`config.mk`:
```
export PLATFORM = sky130hd
export DESIGN_NAME = led_reset_enable_ctrl
export DESIGN_NICKNAME = d
export VERILOG_FILES = /design/src/pkg/led_ctrl_pkg.sv /design/src/core/led_reset_enable_ctrl.sv
export VERILOG_INCLUDE_DIRS = /design/src /design/src/pkg
export SDC_FILE = /design/constraint.sdc
export NUM_CORES = 1
export LEC_CHECK = 0
export ABC_AREA = 1
export ABC_CLOCK_PERIOD_IN_PS = 2200
export BUFFER_PORTS_ARGS = -buffer_cell sky130_fd_sc_hd__buf_2
export CAP_MARGIN = 15
export CORE_MARGIN = 1.5
export CORE_UTILIZATION = 50
export DETAILED_ROUTE_END_ITERATION = 16
export PLACE_DENSITY = 0.76
export SKIP_CTS_REPAIR_TIMING = 1
export SLEW_MARGIN = 20
export SYNTH_ARGS = -nofsm -noshare
export SYNTH_HDL_FRONTEND = slang
export SYNTH_SLANG_ARGS = --single-unit
export TNS_END_PERCENT = 10
```
`constraint.sdc`:
```
create_clock -name clk_i -period 2.2 [get_ports clk_i]
set_input_delay 0.22 -clock clk_i [delete_from_list [all_inputs] [get_ports clk_i]]
set_output_delay 0.22 -clock clk_i [all_outputs]
set_load 0.005 [all_outputs]
```
`src/pkg/led_ctrl_map.svh`:
```
// Constants of the LED driver reset, enable and bus reset block
// Behaviour
// - Enable input low enables all outputs
// - Enable input high floats all sixteen outputs
// - Power-on clears registers and serial state
// - Supply return re-resets, ready within 2 ms
// - Operational within 1.5 ms after pin release
// - Ready within 1 ms after bus reset
// - Acknowledge general call address with write
// - General call with read left unacknowledged
// - Acknowledge only 06h as first byte
// - Further bytes after reset byte unacknowledged
// - STOP after valid call restores defaults
// - Malformed call performs no reset
// - Per-channel 31.25 kHz 8-bit brightness waveform
// - Group dimming overlays 122 Hz 8-bit waveform
// - Group blinking period 15 Hz to 16.8 s
// - Data change during clock high is control
// - START and STOP detected while clock high
// - Hold data low through ninth clock pulse
// - Transmitter releases data line after master NACK; this block never transmits and only drives the acknowledge bit
`ifndef LED_CTRL_MAP_SVH
`define LED_CTRL_MAP_SVH

`define NUM_LED 16
`define CLK_PERIOD_NS 25
`define POR_WAKE_NS 2000000
`define POR_WAKE_CYC (`POR_WAKE_NS / `CLK_PERIOD_NS)
`define PIN_RST_MIN_NS 2500
`define PIN_RST_MIN_CYC ((`PIN_RST_MIN_NS + `CLK_PERIOD_NS - 1) / `CLK_PERIOD_NS)
`define PIN_REC_NS 1500000
`define PIN_REC_CYC (`PIN_REC_NS / `CLK_PERIOD_NS)
`define SW_REC_NS 1000000
`define SW_REC_CYC (`SW_REC_NS / `CLK_PERIOD_NS)
`define REC_W 17
`define PIN_CNT_W 7
`define PWM_PRE_MAX 3'h4
`define BLINK_SUB 3'h7
`define GC_WRITE_BYTE 8'h00
`define BUS_SOFTWARE_RESET_CALL_BYTE 8'h06
`define MODE_OFF 2'h0
`define MODE_ON 2'h1
`define MODE_IND 2'h2
`define MODE_IND_GRP 2'h3
`define ADR_CTRL 8'h00
`define ADR_DRIVE 8'h04
`define ADR_GDUTY 8'h08
`define ADR_GFREQ 8'h0C
`define ADR_STATUS 8'h10
`define ADR_BRIGHT 8'h40
`define CTRL_BLINK_BIT 0
`define STAT_READY_BIT 0
`define STAT_OE_BIT 1
`define STAT_PINRST_BIT 2
`define STAT_I2C_BIT 3

`endif

```
`src/pkg/led_ctrl_pkg.sv`:
```
// Types of the LED driver reset, enable and bus reset block
`include "led_ctrl_map.svh"
package led_ctrl_pkg;
	typedef enum logic [2:0] {I2C_IDLE, I2C_ADDR, I2C_DATA, I2C_ACK, I2C_IGNORE} i2c_state_t;
	typedef struct packed {
		logic scl_s1;
		logic scl_s2;
		logic scl_p;
		logic sda_s1;
		logic sda_s2;
		logic sda_p;
		logic oe_s1;
		logic oe_s2;
		logic rstn_s1;
		logic rstn_s2;
		i2c_state_t i2c;
		logic [3:0] bitcnt;
		logic [7:0] shreg;
		logic first;
		logic armed;
		logic sda_oe;
		logic sda_out;
		logic [`PIN_CNT_W-1:0] pin_cnt;
		logic pin_held;
		logic [`REC_W-1:0] rec_cnt;
		logic blink_sel;
		logic [2*`NUM_LED-1:0] drive;
		logic [7:0] gduty;
		logic [7:0] gfreq;
		logic [`NUM_LED-1:0][7:0] bright;
		logic [2:0] pre;
		logic [7:0] pcnt;
		logic [10:0] gpre;
		logic [7:0] gcnt;
		logic [`NUM_LED-1:0] led;
		logic [`NUM_LED-1:0] led_oe;
		logic wb_ack;
		logic [31:0] wb_dat;
		logic ready;
	} st_t;
endpackage

```
`src/core/led_reset_enable_ctrl.sv`:
```
// LED driver output enable, resets, bus reset call and brightness waveforms
`timescale 1ns/1ps
`include "led_ctrl_map.svh"
module led_reset_enable_ctrl #(
	parameter int POR_WAKE_CYC = `POR_WAKE_CYC,
	parameter int PIN_REC_CYC = `PIN_REC_CYC,
	parameter int SW_REC_CYC = `SW_REC_CYC
) (
	// Clock and reset
	input wire logic clk_i,
	input wire logic rst_i,
	// Wishbone slave
	input wire logic cyc_i,
	input wire logic stb_i,
	input wire logic we_i,
	input wire logic [7:0] adr_i,
	input wire logic [3:0] sel_i,
	input wire logic [31:0] dat_i,
	output logic [31:0] dat_o,
	output logic ack_o,
	// Device pins
	input wire logic oe_n_i,
	input wire logic reset_n_i,
	input wire logic scl_i,
	input wire logic sda_i,
	output logic sda_o,
	output logic sda_oe_o,
	// LED outputs
	output logic [`NUM_LED-1:0] led_o,
	output logic [`NUM_LED-1:0] led_oe_o,
	output logic ready_o
);
	import led_ctrl_pkg::*;

	st_t state_q;
	st_t state_d;

	function automatic logic [31:0] merge(input logic [31:0] old, input logic [31:0] nw,
		input logic [3:0] sel);
		logic [31:0] r;
		r = old;
		for (int b = 0; b < 4; b++)
		begin
			if (sel[b])
			begin
				r[8*b+:8] = nw[8*b+:8];
			end
		end
		return r;
	endfunction

	// Brightness block: second quarter of the map, one word per channel
	function automatic logic is_bright(input logic [7:0] a);
		return a[7:6] == 2'(`ADR_BRIGHT >> 6);
	endfunction

	// Back to power-up values for configuration and serial logic
	function automatic st_t clear_cfg(input st_t s);
		st_t r;
		r = s;
		r.blink_sel = 1'b0;
		r.drive = '0;
		r.gduty = 8'h00;
		r.gfreq = 8'h00;
		r.bright = '0;
		r.i2c = I2C_IDLE;
		r.bitcnt = 4'h0;
		r.shreg = 8'h00;
		r.first = 1'b0;
		r.armed = 1'b0;
		r.sda_oe = 1'b0;
		return r;
	endfunction

	always_comb
	begin
		logic scl_rise;
		logic scl_fall;
		logic start;
		logic stop;
		logic busy;
		logic step;
		logic wrap;
		logic ind;
		logic grp;
		logic req;
		logic [10:0] glim;
		logic [31:0] rd;
		logic [31:0] wr;
		scl_rise = 1'b0;
		scl_fall = 1'b0;
		start = 1'b0;
		stop = 1'b0;
		busy = 1'b0;
		step = 1'b0;
		wrap = 1'b0;
		ind = 1'b0;
		grp = 1'b0;
		req = 1'b0;
		glim = 11'h000;
		rd = 32'h0000_0000;
		wr = 32'h0000_0000;
		state_d = state_q;

		// Two-stage synchronisers; edges are taken from the second stage only
		state_d.scl_s1 = scl_i;
		state_d.scl_s2 = state_q.scl_s1;
		state_d.scl_p = state_q.scl_s2;
		state_d.sda_s1 = sda_i;
		state_d.sda_s2 = state_q.sda_s1;
		state_d.sda_p = state_q.sda_s2;
		state_d.oe_s1 = oe_n_i;
		state_d.oe_s2 = state_q.oe_s1;
		state_d.rstn_s1 = reset_n_i;
		state_d.rstn_s2 = state_q.rstn_s1;

		scl_rise = state_q.scl_s2 & ~state_q.scl_p;
		scl_fall = ~state_q.scl_s2 & state_q.scl_p;
		start = state_q.scl_s2 & state_q.scl_p & state_q.sda_p & ~state_q.sda_s2;
		stop = state_q.scl_s2 & state_q.scl_p & ~state_q.sda_p & state_q.sda_s2;
		busy = (state_q.rec_cnt != '0) | state_q.pin_held;

		// Individual waveform: 40 MHz / 5 = 8 MHz steps, 256 steps per 31.25 kHz period
		step = (state_q.pre == `PWM_PRE_MAX);
		state_d.pre = step ? 3'h0 : state_q.pre + 3'h1;
		if (step)
		begin
			state_d.pcnt = state_q.pcnt + 8'h01;
		end
		wrap = step & (state_q.pcnt == 8'hFF);

		// Group waveform: one step per individual period gives 122 Hz when dimming;
		// blinking stretches each step by 8 * (freq + 1) periods, about 15 Hz to 16.8 s
		glim = {state_q.gfreq, `BLINK_SUB};
		if (wrap)
		begin
			if (state_q.blink_sel)
			begin
				if (state_q.gpre >= glim)
				begin
					state_d.gpre = 11'h000;
					state_d.gcnt = state_q.gcnt + 8'h01;
				end
				else
				begin
					state_d.gpre = state_q.gpre + 11'h001;
				end
			end
			else
			begin
				state_d.gpre = 11'h000;
				state_d.gcnt = state_q.gcnt + 8'h01;
			end
		end

		grp = state_q.gcnt < state_q.gduty;
		for (int i = 0; i < `NUM_LED; i++)
		begin
			ind = state_q.pcnt < state_q.bright[i];
			case (state_q.drive[2*i+:2])
				`MODE_OFF: state_d.led[i] = 1'b0;
				`MODE_ON: state_d.led[i] = 1'b1;
				`MODE_IND: state_d.led[i] = ind;
				`MODE_IND_GRP: state_d.led[i] = ind & grp;
				default: state_d.led[i] = 1'b0;
			endcase
		end

		// The enable pin only gates the drivers; settings stay untouched
		state_d.led_oe = {`NUM_LED{~state_q.oe_s2}};

		// Wishbone: answer one cycle after the request, drop ack the cycle after
		req = cyc_i & stb_i & ~state_q.wb_ack;
		state_d.wb_ack = req;
		if (req)
		begin
			case (adr_i)
				`ADR_CTRL: rd[`CTRL_BLINK_BIT] = state_q.blink_sel;
				`ADR_DRIVE: rd = state_q.drive;
				`ADR_GDUTY: rd[7:0] = state_q.gduty;
				`ADR_GFREQ: rd[7:0] = state_q.gfreq;
				`ADR_STATUS:
				begin
					rd[`STAT_READY_BIT] = state_q.ready;
					rd[`STAT_OE_BIT] = state_q.oe_s2;
					rd[`STAT_PINRST_BIT] = state_q.pin_held;
					rd[`STAT_I2C_BIT] = (state_q.i2c != I2C_IDLE);
				end
				default:
				begin
					if (is_bright(adr_i))
					begin
						rd[7:0] = state_q.bright[adr_i[5:2]];
					end
				end
			endcase
			state_d.wb_dat = rd;
			if (we_i)
			begin
				case (adr_i)
					`ADR_CTRL:
					begin
						wr = merge(rd, dat_i, sel_i);
						state_d.blink_sel = wr[`CTRL_BLINK_BIT];
					end
					`ADR_DRIVE: state_d.drive = merge(state_q.drive, dat_i, sel_i);
					`ADR_GDUTY:
					begin
						wr = merge(rd, dat_i, sel_i);
						state_d.gduty = wr[7:0];
					end
					`ADR_GFREQ:
					begin
						wr = merge(rd, dat_i, sel_i);
						state_d.gfreq = wr[7:0];
					end
					default:
					begin
						if (is_bright(adr_i))
						begin
							wr = merge(rd, dat_i, sel_i);
							state_d.bright[adr_i[5:2]] = wr[7:0];
						end
					end
				endcase
			end
		end

		// Serial slave: only the general call reset is recognised here
		state_d.sda_out = 1'b0;
		if (busy)
		begin
			state_d.i2c = I2C_IDLE;
			state_d.sda_oe = 1'b0;
			state_d.armed = 1'b0;
		end
		else if (start)
		begin
			state_d.i2c = I2C_ADDR;
			state_d.bitcnt = 4'h0;
			state_d.armed = 1'b0;
			state_d.first = 1'b1;
			state_d.sda_oe = 1'b0;
		end
		else if (stop)
		begin
			state_d.i2c = I2C_IDLE;
			state_d.sda_oe = 1'b0;
			state_d.armed = 1'b0;
			if (state_q.armed)
			begin
				state_d = clear_cfg(state_d);
				state_d.rec_cnt = `REC_W'(SW_REC_CYC);
			end
		end
		else
		begin
			case (state_q.i2c)
				I2C_ADDR, I2C_DATA:
				begin
					if (scl_rise && state_q.bitcnt < 4'h8)
					begin
						state_d.shreg = {state_q.shreg[6:0], state_q.sda_s2};
						state_d.bitcnt = state_q.bitcnt + 4'h1;
					end
					else if (scl_fall && state_q.bitcnt == 4'h8)
					begin
						if (state_q.i2c == I2C_ADDR)
						begin
							if (state_q.shreg == `GC_WRITE_BYTE)
							begin
								state_d.sda_oe = 1'b1;
								state_d.i2c = I2C_ACK;
							end
							else
							begin
								state_d.i2c = I2C_IGNORE;
							end
						end
						else if (state_q.first && state_q.shreg == `BUS_SOFTWARE_RESET_CALL_BYTE)
						begin
							state_d.sda_oe = 1'b1;
							state_d.armed = 1'b1;
							state_d.first = 1'b0;
							state_d.i2c = I2C_ACK;
						end
						else
						begin
							// Any extra or wrong byte voids the call
							state_d.armed = 1'b0;
							state_d.i2c = I2C_IGNORE;
						end
					end
				end
				I2C_ACK:
				begin
					// Held low through the ninth pulse, released on its falling edge
					if (scl_fall)
					begin
						state_d.sda_oe = 1'b0;
						state_d.bitcnt = 4'h0;
						state_d.i2c = I2C_DATA;
					end
				end
				I2C_IGNORE: state_d.sda_oe = 1'b0;
				default: state_d.i2c = I2C_IDLE;
			endcase
		end

		// Reset pin: a low shorter than the minimum pulse is treated as a glitch
		if (!state_q.rstn_s2)
		begin
			if (state_q.pin_cnt != `PIN_CNT_W'(`PIN_RST_MIN_CYC))
			begin
				state_d.pin_cnt = state_q.pin_cnt + `PIN_CNT_W'(1);
			end
			else
			begin
				state_d.pin_held = 1'b1;
			end
		end
		else
		begin
			state_d.pin_cnt = '0;
			state_d.pin_held = 1'b0;
			if (state_q.pin_held)
			begin
				state_d.rec_cnt = `REC_W'(PIN_REC_CYC);
			end
		end
		if (state_q.pin_held)
		begin
			state_d = clear_cfg(state_d);
		end

		if (state_q.rec_cnt != '0 && state_d.rec_cnt == state_q.rec_cnt)
		begin
			state_d.rec_cnt = state_q.rec_cnt - `REC_W'(1);
		end
		state_d.ready = (state_d.rec_cnt == '0) & ~state_d.pin_held;
	end

	always_ff @(posedge clk_i)
	begin
		if (rst_i)
		begin
			// Power-on: everything zero except the synchronisers, which idle high, then the wake-up wait
			state_q <= '0;
			state_q.scl_s1 <= 1'b1;
			state_q.scl_s2 <= 1'b1;
			state_q.scl_p <= 1'b1;
			state_q.sda_s1 <= 1'b1;
			state_q.sda_s2 <= 1'b1;
			state_q.sda_p <= 1'b1;
			state_q.oe_s1 <= 1'b1;
			state_q.oe_s2 <= 1'b1;
			state_q.rstn_s1 <= 1'b1;
			state_q.rstn_s2 <= 1'b1;
			state_q.rec_cnt <= `REC_W'(POR_WAKE_CYC);
		end
		else
		begin
			state_q <= state_d;
		end
	end

	assign dat_o = state_q.wb_dat;
	assign ack_o = state_q.wb_ack;
	assign sda_o = state_q.sda_out;
	assign sda_oe_o = state_q.sda_oe;
	assign led_o = state_q.led;
	assign led_oe_o = state_q.led_oe;
	assign ready_o = state_q.ready;
endmodule

```
Word level (Yosys, flattened, before mapping)
Index checks and enable logic that the tools add are counted.
{"block": "op_classes", "shift": 0, "bitwise": 37, "n_addsub": 7, "n_div": 0, "order_cmp": 21, "n_mul": 0, "n_reduce_logical": 47, "eq_ne": 80, "n_mux": 87}
{"cell": "2-to-1 mux 299 bit", "count": 3}
{"cell": "2-to-1 mux 177 bit", "count": 2}
{"cell": "2-to-1 mux 314 bit", "count": 1}
{"cell": "2-to-1 mux 128 bit", "count": 2}
{"cell": "less-than comparator 8 bit", "count": 17}
{"cell": "2-to-1 mux 8 bit", "count": 17}
{"cell": "bitwise mux 128 bit", "count": 1}
{"cell": "equality test 2 bit (second input constant)", "count": 32}
{"cell": "2-to-1 mux 32 bit", "count": 2}
{"cell": "case mux 1 bit (4 select lines)", "count": 16}
{"cell": "2-to-1 mux 17 bit", "count": 3}
{"cell": "2-to-1 mux 19 bit", "count": 2}
{"cell": "equality test 2 x 1 -> 1 bit (second input constant)", "count": 17}
{"cell": "binary-select mux 8 bit (select 4 bit)", "count": 1}
{"cell": "demux 8 bit (select 4 bit)", "count": 1}
{"cell": "logical NOT 2 bit", "count": 16}
{"cell": "2-to-1 mux 3 bit", "count": 10}
{"cell": "AND 1 bit", "count": 27}
{"cell": "2-to-1 mux 24 bit", "count": 1}
{"cell": "inequality test 4 bit (second input constant)", "count": 6}
{"cell": "2-to-1 mux 7 bit", "count": 3}
{"cell": "inequality test 3 bit (second input constant)", "count": 7}
{"cell": "2-to-1 mux 10 bit", "count": 2}
{"cell": "2-to-1 mux 18 bit", "count": 1}
{"cell": "other kinds (48)", "count": 89}
{"block": "totals", "ff_bits": 327, "latchBits": 0, "out_inout_bits": 68, "mem_count": 0, "in_bits": 53, "elab_cells": 329, "rom_bits": 0, "mem_bits_rw": 0}

Depth between registers and ports, before layout
Gate-level depths: netlist of the first run.
{"block": "depth", "word_depth": 26, "ltp_mapped": 14, "ltp_nobuf": 14}

Worst setup path after synthesis of the first run
No wires, ideal clock.
{"block": "synth_timing", "path_kind": "flip-flop to flip-flop", "from": "reg state_q[86] (netlist name)", "to": "reg state_q[81] (netlist name)", "path_stages_with_launch": 10, "path_buffers": 0, "required_ns": 2.083, "t_arrival_ns": 1.944, "slack_ns": 0.139, "synth_period_minus_slack_ns": 2.061, "path_cell_list": "dfxtp_1 ha_1 nand3_1 nor2_2 nand4_2 nor2_1 and3_1 nand3_1 xor2_1 nor2_1"}
{"block": "synth_via", "elab_chain_len": 7}
{"element": "from (decl)", "line_no": "led_reset_enable_ctrl.sv:35", "source": "st_t state_q;"}
{"element": "from (signal assigned)", "line_no": "led_reset_enable_ctrl.sv:363", "source": "state_q <= state_d;"}
{"element": "equality test 8 bit (*)", "line_no": "led_reset_enable_ctrl.sv:130", "source": "wrap = step & (state_q.pcnt == 8'hFF);"}
{"element": "AND 1 bit (*)", "line_no": "led_reset_enable_ctrl.sv:130"}
{"element": "2-to-1 mux 19 bit (*)", "line_no": "led_reset_enable_ctrl.sv:135", "source": "if (wrap)"}
{"element": "2-to-1 mux 314 bit", "line_no": "led_reset_enable_ctrl.sv:250", "source": "if (state_q.armed)"}
{"element": "2-to-1 mux 299 bit", "line_no": "led_reset_enable_ctrl.sv:245", "source": "else if (stop)"}
{"element": "2-to-1 mux 299 bit", "line_no": "led_reset_enable_ctrl.sv:237", "source": "else if (start)"}
{"element": "2-to-1 mux 299 bit (*)", "line_no": "led_reset_enable_ctrl.sv:231", "source": "if (busy)"}
Mark *: on every way between the ends. The rest lies on a longest branch, timed or not. The select of a mux whose other input is x is not followed.
A chain may end at the register's enable or synchronous reset.

Final worst setup path of the first run
{"block": "layout_timing", "from": "reg state_q[273] (netlist name)", "to": "reg state_q (netlist bit ready_o)"}
{"block": "layout_via", "elab_chain_len": 11, "word_cells_on_any_way": 17, "classes_between": "1 x add/sub; 1 x eq/ne; 9 x mux; 3 x bitwise; 3 x reduce/logical"}
{"element": "branches (longest 10 deep; another with 2-to-1 mux 299 bit)"}
{"element": "AND 1 bit (*)", "line_no": "led_reset_enable_ctrl.sv:340", "source": "state_d.ready = (state_d.rec_cnt == '0) & ~state_d.pin_held;"}
Every way passes the cells marked *. The select of a mux whose other input is x is not followed.

==> impl_metrics.tcl, run 1 <==
set metrics [dict create \
    status "finished with violations" \
    violations "hold timing" \
    avgSynthCellArea_um2 7.75 \
    wl_um 48300 \
    worst_slew_pin_slew_ns 0.767 \
    hold_viol_final 7 \
    ir_drop_mv 0.499 \
    critPathArrivalTime_ns 2.52 \
    place_hpwl_um 34000 \
    crit_fanout 8 \
    synth_edf_count 0 \
    synth.most_common_cell "dfxtp_1" \
    root_buffer "clkbuf_16" \
    die_area_um2 35300 \
    first_iter_violations 1521 \
    pre_cts_ws_ns -0.0142 \
    cts_buffers 35 \
    htreeDepth 2 \
    io_buffer_count 119 \
    wl_per_cell_um 17.5 \
    grt_pass1_wl_um 77000 \
    num_io_pins 121 \
    synth_fp_nets 2399 \
    antenna_left 0 \
    synth-async-reset-ratio_pct 0 \
    synth_top_family_by_area "compound AO/OA/AOI/OAI gates" \
    cts_tree "done" \
    power_leakage_nw 8.10 \
    core_um2 33600 \
    die_w_um 188 \
    synthTopCellsByArea "dfxtp_1 36%, ha_1 10%, a21oi_1 7.7%" \
    netlist_instances 2208 \
    start_util_pct 50.9 \
    syn-cell-area_um2 17100 \
    finalWorstSetupSlack_ns 0.127 \
    synth_xor_area_share_pct 0.972 \
    synth_top_cells_by_count "311 x dfxtp_1, 293 x nand2_1, 265 x inv_1" \
    yosysWarningCount 0 \
    period_share_pct 94.2 \
    num-fill-cells 2999 \
    seqCellArea_um2 6230 \
    clkTransAtPathRegs_ns 0.06 \
    criticalPathCategory "reg2reg" \
    design_area_um2 19200 \
    place.gp.congestion 0.950 \
    min_period_ns 2.07 \
    max_slew_margin_pct 48.6 \
    ys_ff_latch 311 \
    utilization_pct 57.2 \
    seq_area_frac_synth_pct 36.4 \
    clock_sinks 311 \
    place_area_um2 17800 \
    viasPerCell 5.64 \
    p_per_area_nw_per_um2 668 \
    grt_max_degree 146 \
    drive_gt1_share_pct 15.6 \
    die_h_um 188 \
    yosys.area.top_type "dfxtp_1" \
    synthAdderAreaFrac_pct 10.1 \
    maxCapViolCount 0 \
    synth_flop_cell "dfxtp_1" \
    fin_skew_ns 0.0197 \
    cp-start-kind "flip-flop" \
    timing.fmax_mhz 482 \
    yosys.area_share.simple_pct 17.0 \
    synth_cell_type_count 54 \
    dr.pass1.iters 6 \
    setup_violations 0 \
    grt_pass1_vias 14700 \
    track_usage_pct 26.8 \
    clockBufferDepth 3 \
    num_vias 15600 \
    hp-class "in2reg" \
    endpoint_kind "flip-flop" \
    area_delta_synth_final_pct 12.3 \
    whs_ns -0.0265 \
    maxSlewViolCount 0 \
    insertion_delay_ns 0.53 \
    antenna_found_initial 0 \
    synth_compound_area_share_pct 23.3 \
    synth_mux_area_share_pct 0 \
    crit_required_ns 2.65 \
    rows 67 \
    drc 0 \
    nets 2484 \
    antennaDiodeCount 0 \
    multi_input_area_um2 8830 \
    overflow 0 \
    yosys.area.top_type_share_pct 36.4 \
]
==> state kept, by name, indices dropped and copies added (netlist names) <==
register  count
ready_o       1
state_q     259
sda_oe_o      1
dat_o        32
led_o        16
ack_o         1
led_oe_o      1
==> layout make-up <==
cell class | instances | area share [%]
well taps | 448 | 2.92
inverters | 277 | 5.45
clock buffers | 52 | 5.31
multi-input cells | 1467 | 45.9
repair buffers | 201 | 7.28
clock inverters | 10 | 0.742
flip-flops and latches | 311 | 32.4
==> metal layers <==
| metal | global-route usage (%) | vias to the layer above | wire (um) |
|---|---|---|---|
| li1 | - | 7603 | - |
| met2 | 42.1 | 606 | 21600 |
| met3 | 4.23 | 86 | 3920 |
| met5 | 0 | - | 0 |
| met4 | 8.77 | 0 | 1290 |
| met1 | 37.5 | 7308 | 21500 |
==> cell families (layout without fill, tap and decap cells) <==
family / Yosys count / in the layout
compound gates: 678 / 678
xor+xnor: 19 / 19
fa+ha+maj: 138 / 138
buf+inv: 430 / 540
flops: 311 / 311
other cells: 1 / 1
simple gates: 631 / 631
==> critical path: stages (launching register included) <==
cell and delay (ns):
dfxtp_1 0.34, inv_2 0.10, ha_1 0.15, nand2_1 0.09
nor2_2 0.14, nand4_1 0.18, buf_4 0.20, buf_4 0.16
a21oi_1 0.19, nand2_1 0.08, inv_1 0.06, nand3_1 0.07
nor2_1 0.09, nand2_1 0.06, nor2_1 0.10
==> worst paths after layout <==
| kind | from | to | slack (ns) | cells past startpoint |
|---|---|---|---|---|
| setup / recovery | state_q[273] | ready_o | 0.13 | 14 |
| hold / removal | dat_i[19] | state_q[259] | -0.03 | 3 |
| setup reg to reg | state_q[273] | ready_o | 0.13 | 14 |
| hold reg to reg | state_q[320] | state_q[319] | 0.41 | 1 |
==> through the flow <==
| step | std cells | TNS, ns | power (mW) |
|---|---|---|---|
| after CTS | 2746 | 0 | 12.8 |
| after floorplan | 2208 | 0 | 6.64 |
| final | 2766 | 0 | 12.8 |
| after global placement | 2684 | 0 | 6.95 |
| after global routing | 2766 | -0.0200 | 13.2 |
| after detailed placement | 2684 | -0.0142 | 6.96 |
==> report_power, final <==
group	switching, mW	internal [mW]
Clock	2.37	3.58
Combinational	0.727	0.359
Sequential	0.0825	5.73
==> placed cells by master, fill, tap and decap left out, types with 6 or more instances in the layout <==
cell type and count:
clkbuf_8 6, dlygate4sd3_1 12, nor2_1 154, buf_12 11, nand2_1 290, o22ai_1 9
a21oi_1 261, a21boi_0 6, o211ai_1 31, o21ai_0 209, or2_2 17, dfxtp_1 311
inv_1 260, nand4_1 21, buf_4 58, ha_1 138, xor2_1 15, nand2_4 10
nand3_1 71, buf_2 119, a211oi_1 47, clkbuf_1 10, nor2_2 10, a21oi_2 24
clkbuf_16 36, a22oi_2 6, nor3_1 23, o21ai_1 9, a22oi_1 58, nand3_2 6
inv_2 12, nand2_2 6
No activity file was read; power rests on OpenSTA's default activity.
==> inputs of run 2 (changes only) <==
--- a/config.mk
+++ b/config.mk
@@ -14,6 +14,7 @@
 export CORE_UTILIZATION = 50
 export DETAILED_ROUTE_END_ITERATION = 16
 export PLACE_DENSITY = 0.76
+export RECOVER_POWER = 100
 export SKIP_CTS_REPAIR_TIMING = 1
 export SLEW_MARGIN = 20
 export SYNTH_ARGS = -nofsm -noshare
==> run 2 against run 1 <==
The flow still finishes with violations (hold timing). Critical path depth shrank 5. Final cell count is the same. Power is essentially flat. Die area is the same. Clock power is essentially flat. Utilization shrank 0.17 points. Sequential power is essentially flat. Flip-flop and latch count is the same.
==> impl_metrics.tcl, run 2 (synthesized netlist as in run 1, its figures left out) <==
set metrics [dict create \
    core_um2 33600 \
    status "finished with violations" \
    dr.pass1.iters 6 \
    period_share_pct 94.7 \
    crit_required_ns 2.53 \
    root_buffer "clkbuf_16" \
    cts_buffers 35 \
    num_io_pins 121 \
    max_slew_margin_pct 39.3 \
    r2r-end "led_o[0]" \
    hold_viol_final 7 \
    largest_register_ff_count 259 \
    cp-start-kind "flip-flop" \
    slowest_stage "dfxtp_1" \
    track_usage_pct 26.8 \
    clkTransAtPathRegs_ns 0.07 \
    grt_pass1_vias 14700 \
    min_to "state_q[259]" \
    place.gp.congestion 0.950 \
    die_area_um2 35300 \
    ff2ff_path_depth 9 \
    htreeDepth 2 \
    antenna_found_initial 0 \
    cts_tree "done" \
    insertion_delay_ns 0.53 \
    crit_chain "clkinvlp_4 > nand2_1 > a21oi_1 > o21ai_0 > nand3_1 > nand2_1 > nand3_1 > o211ai_1 > a21oi_1" \
    maxSlewViolCount 0 \
    drive_gt1_share_pct 14.0 \
    maxCapViolCount 0 \
    wl_per_cell_um 17.4 \
    nets 2484 \
    die_h_um 188 \
    ir_drop_mv 0.497 \
    grt_pass1_wl_um 77000 \
    overflow 0 \
    violations "hold timing" \
    wl_um 48300 \
    hp-class "in2reg" \
    whs_path_depth 3 \
    place_hpwl_um 34000 \
    area_delta_synth_final_pct 12.0 \
    largest-register "state_q" \
    min_period_ns 2.08 \
    whs_ns -0.0292 \
    fin_skew_ns 0.0228 \
    crit_fanout 17 \
    criticalPathCategory "reg2reg" \
    hp-start "dat_i[19]" \
    antenna_left 0 \
    design_area_um2 19200 \
    worst_slew_pin_slew_ns 0.911 \
    critPathArrivalTime_ns 2.41 \
    rows 67 \
    first_iter_violations 1485 \
    clockBufferDepth 3 \
    power_leakage_nw 7.95 \
    num_vias 15600 \
    drc 0 \
    cpPeakStageDelay_ns 0.41 \
    final_common_cell "dfxtp_1" \
    endpoint_kind "flip-flop" \
    io_buffer_count 119 \
    grt_max_degree 146 \
    antennaDiodeCount 0 \
    viasPerCell 5.62 \
    die_w_um 188 \
    utilization_pct 57.0 \
    place_area_um2 17800 \
    timing.rr.start "state_q[85]" \
    timing.fmax_mhz 480 \
    clock_sinks 311 \
    r2r_slack_ns 0.12 \
    setup_violations 0 \
    final_cell_mix "311 x dfxtp_1, 290 x nand2_1, 261 x inv_1, 261 x a21oi_1, 209 x o21ai_0" \
    start_util_pct 50.9 \
    power_mw 12.8 \
    p_per_area_nw_per_um2 670 \
]
-- run 2: cell type report --
cell class	count	area [um^2]
Clock buffer	52	1020
Clock inverter	10	143
Fill cell	3023	14400
Inverter	277	1050
Multi-Input combinational cell	1467	8830
Sequential cell	311	6230
Tap cell	448	561
Timing Repair Buffer	201	1340
-- run 2: through the flow --
step,setup TNS (ns),instances,setup WS (ns)
detailed placement,-0.0142,2684,-0.0142
floorplan,0,2208,0.139
CTS,0,2746,0.0123
global placement,0,2684,0.0543
finish,0,2766,0.117
global route,-0.0200,2766,-0.0200
-- run 2: worst max-delay path by stage --
stage,startpoint,to,depth (start not counted)
6_report,state_q[85],led_o[0],9
5_1_grt,state_q[273],ready_o,14
4_1_cts,state_q[93],state_q[75],12
3_5_place_dp,adr_i[3],state_q[168],10
3_3_place_gp,adr_i[3],state_q[200],10
2_1_floorplan,state_q[86],state_q[81],9
-- run 2: worst max-delay path: cells and delay by family (launching register included) --
family	cells	cell delay (ns)
simple gates	4	0.45
flops	1	0.41
compound gates	4	0.63
buf+inv	1	0.37
-- run 2: layer usage --
metal	track usage (%)	part of all wire (%)
met1	37.5	45
met4	8.77	2.7
met3	4.23	7.6
met5	0	0
met2	42.1	44
-- run 2: report_power, final --
part,leakage (nW),internal [mW],switching [mW],total (mW)
sequential,2.51,5.73,0.0833,5.81
combinational,4.87,0.352,0.727,1.08
clock,0.568,3.58,2.38,5.96
total,7.95,9.66,3.19,12.8
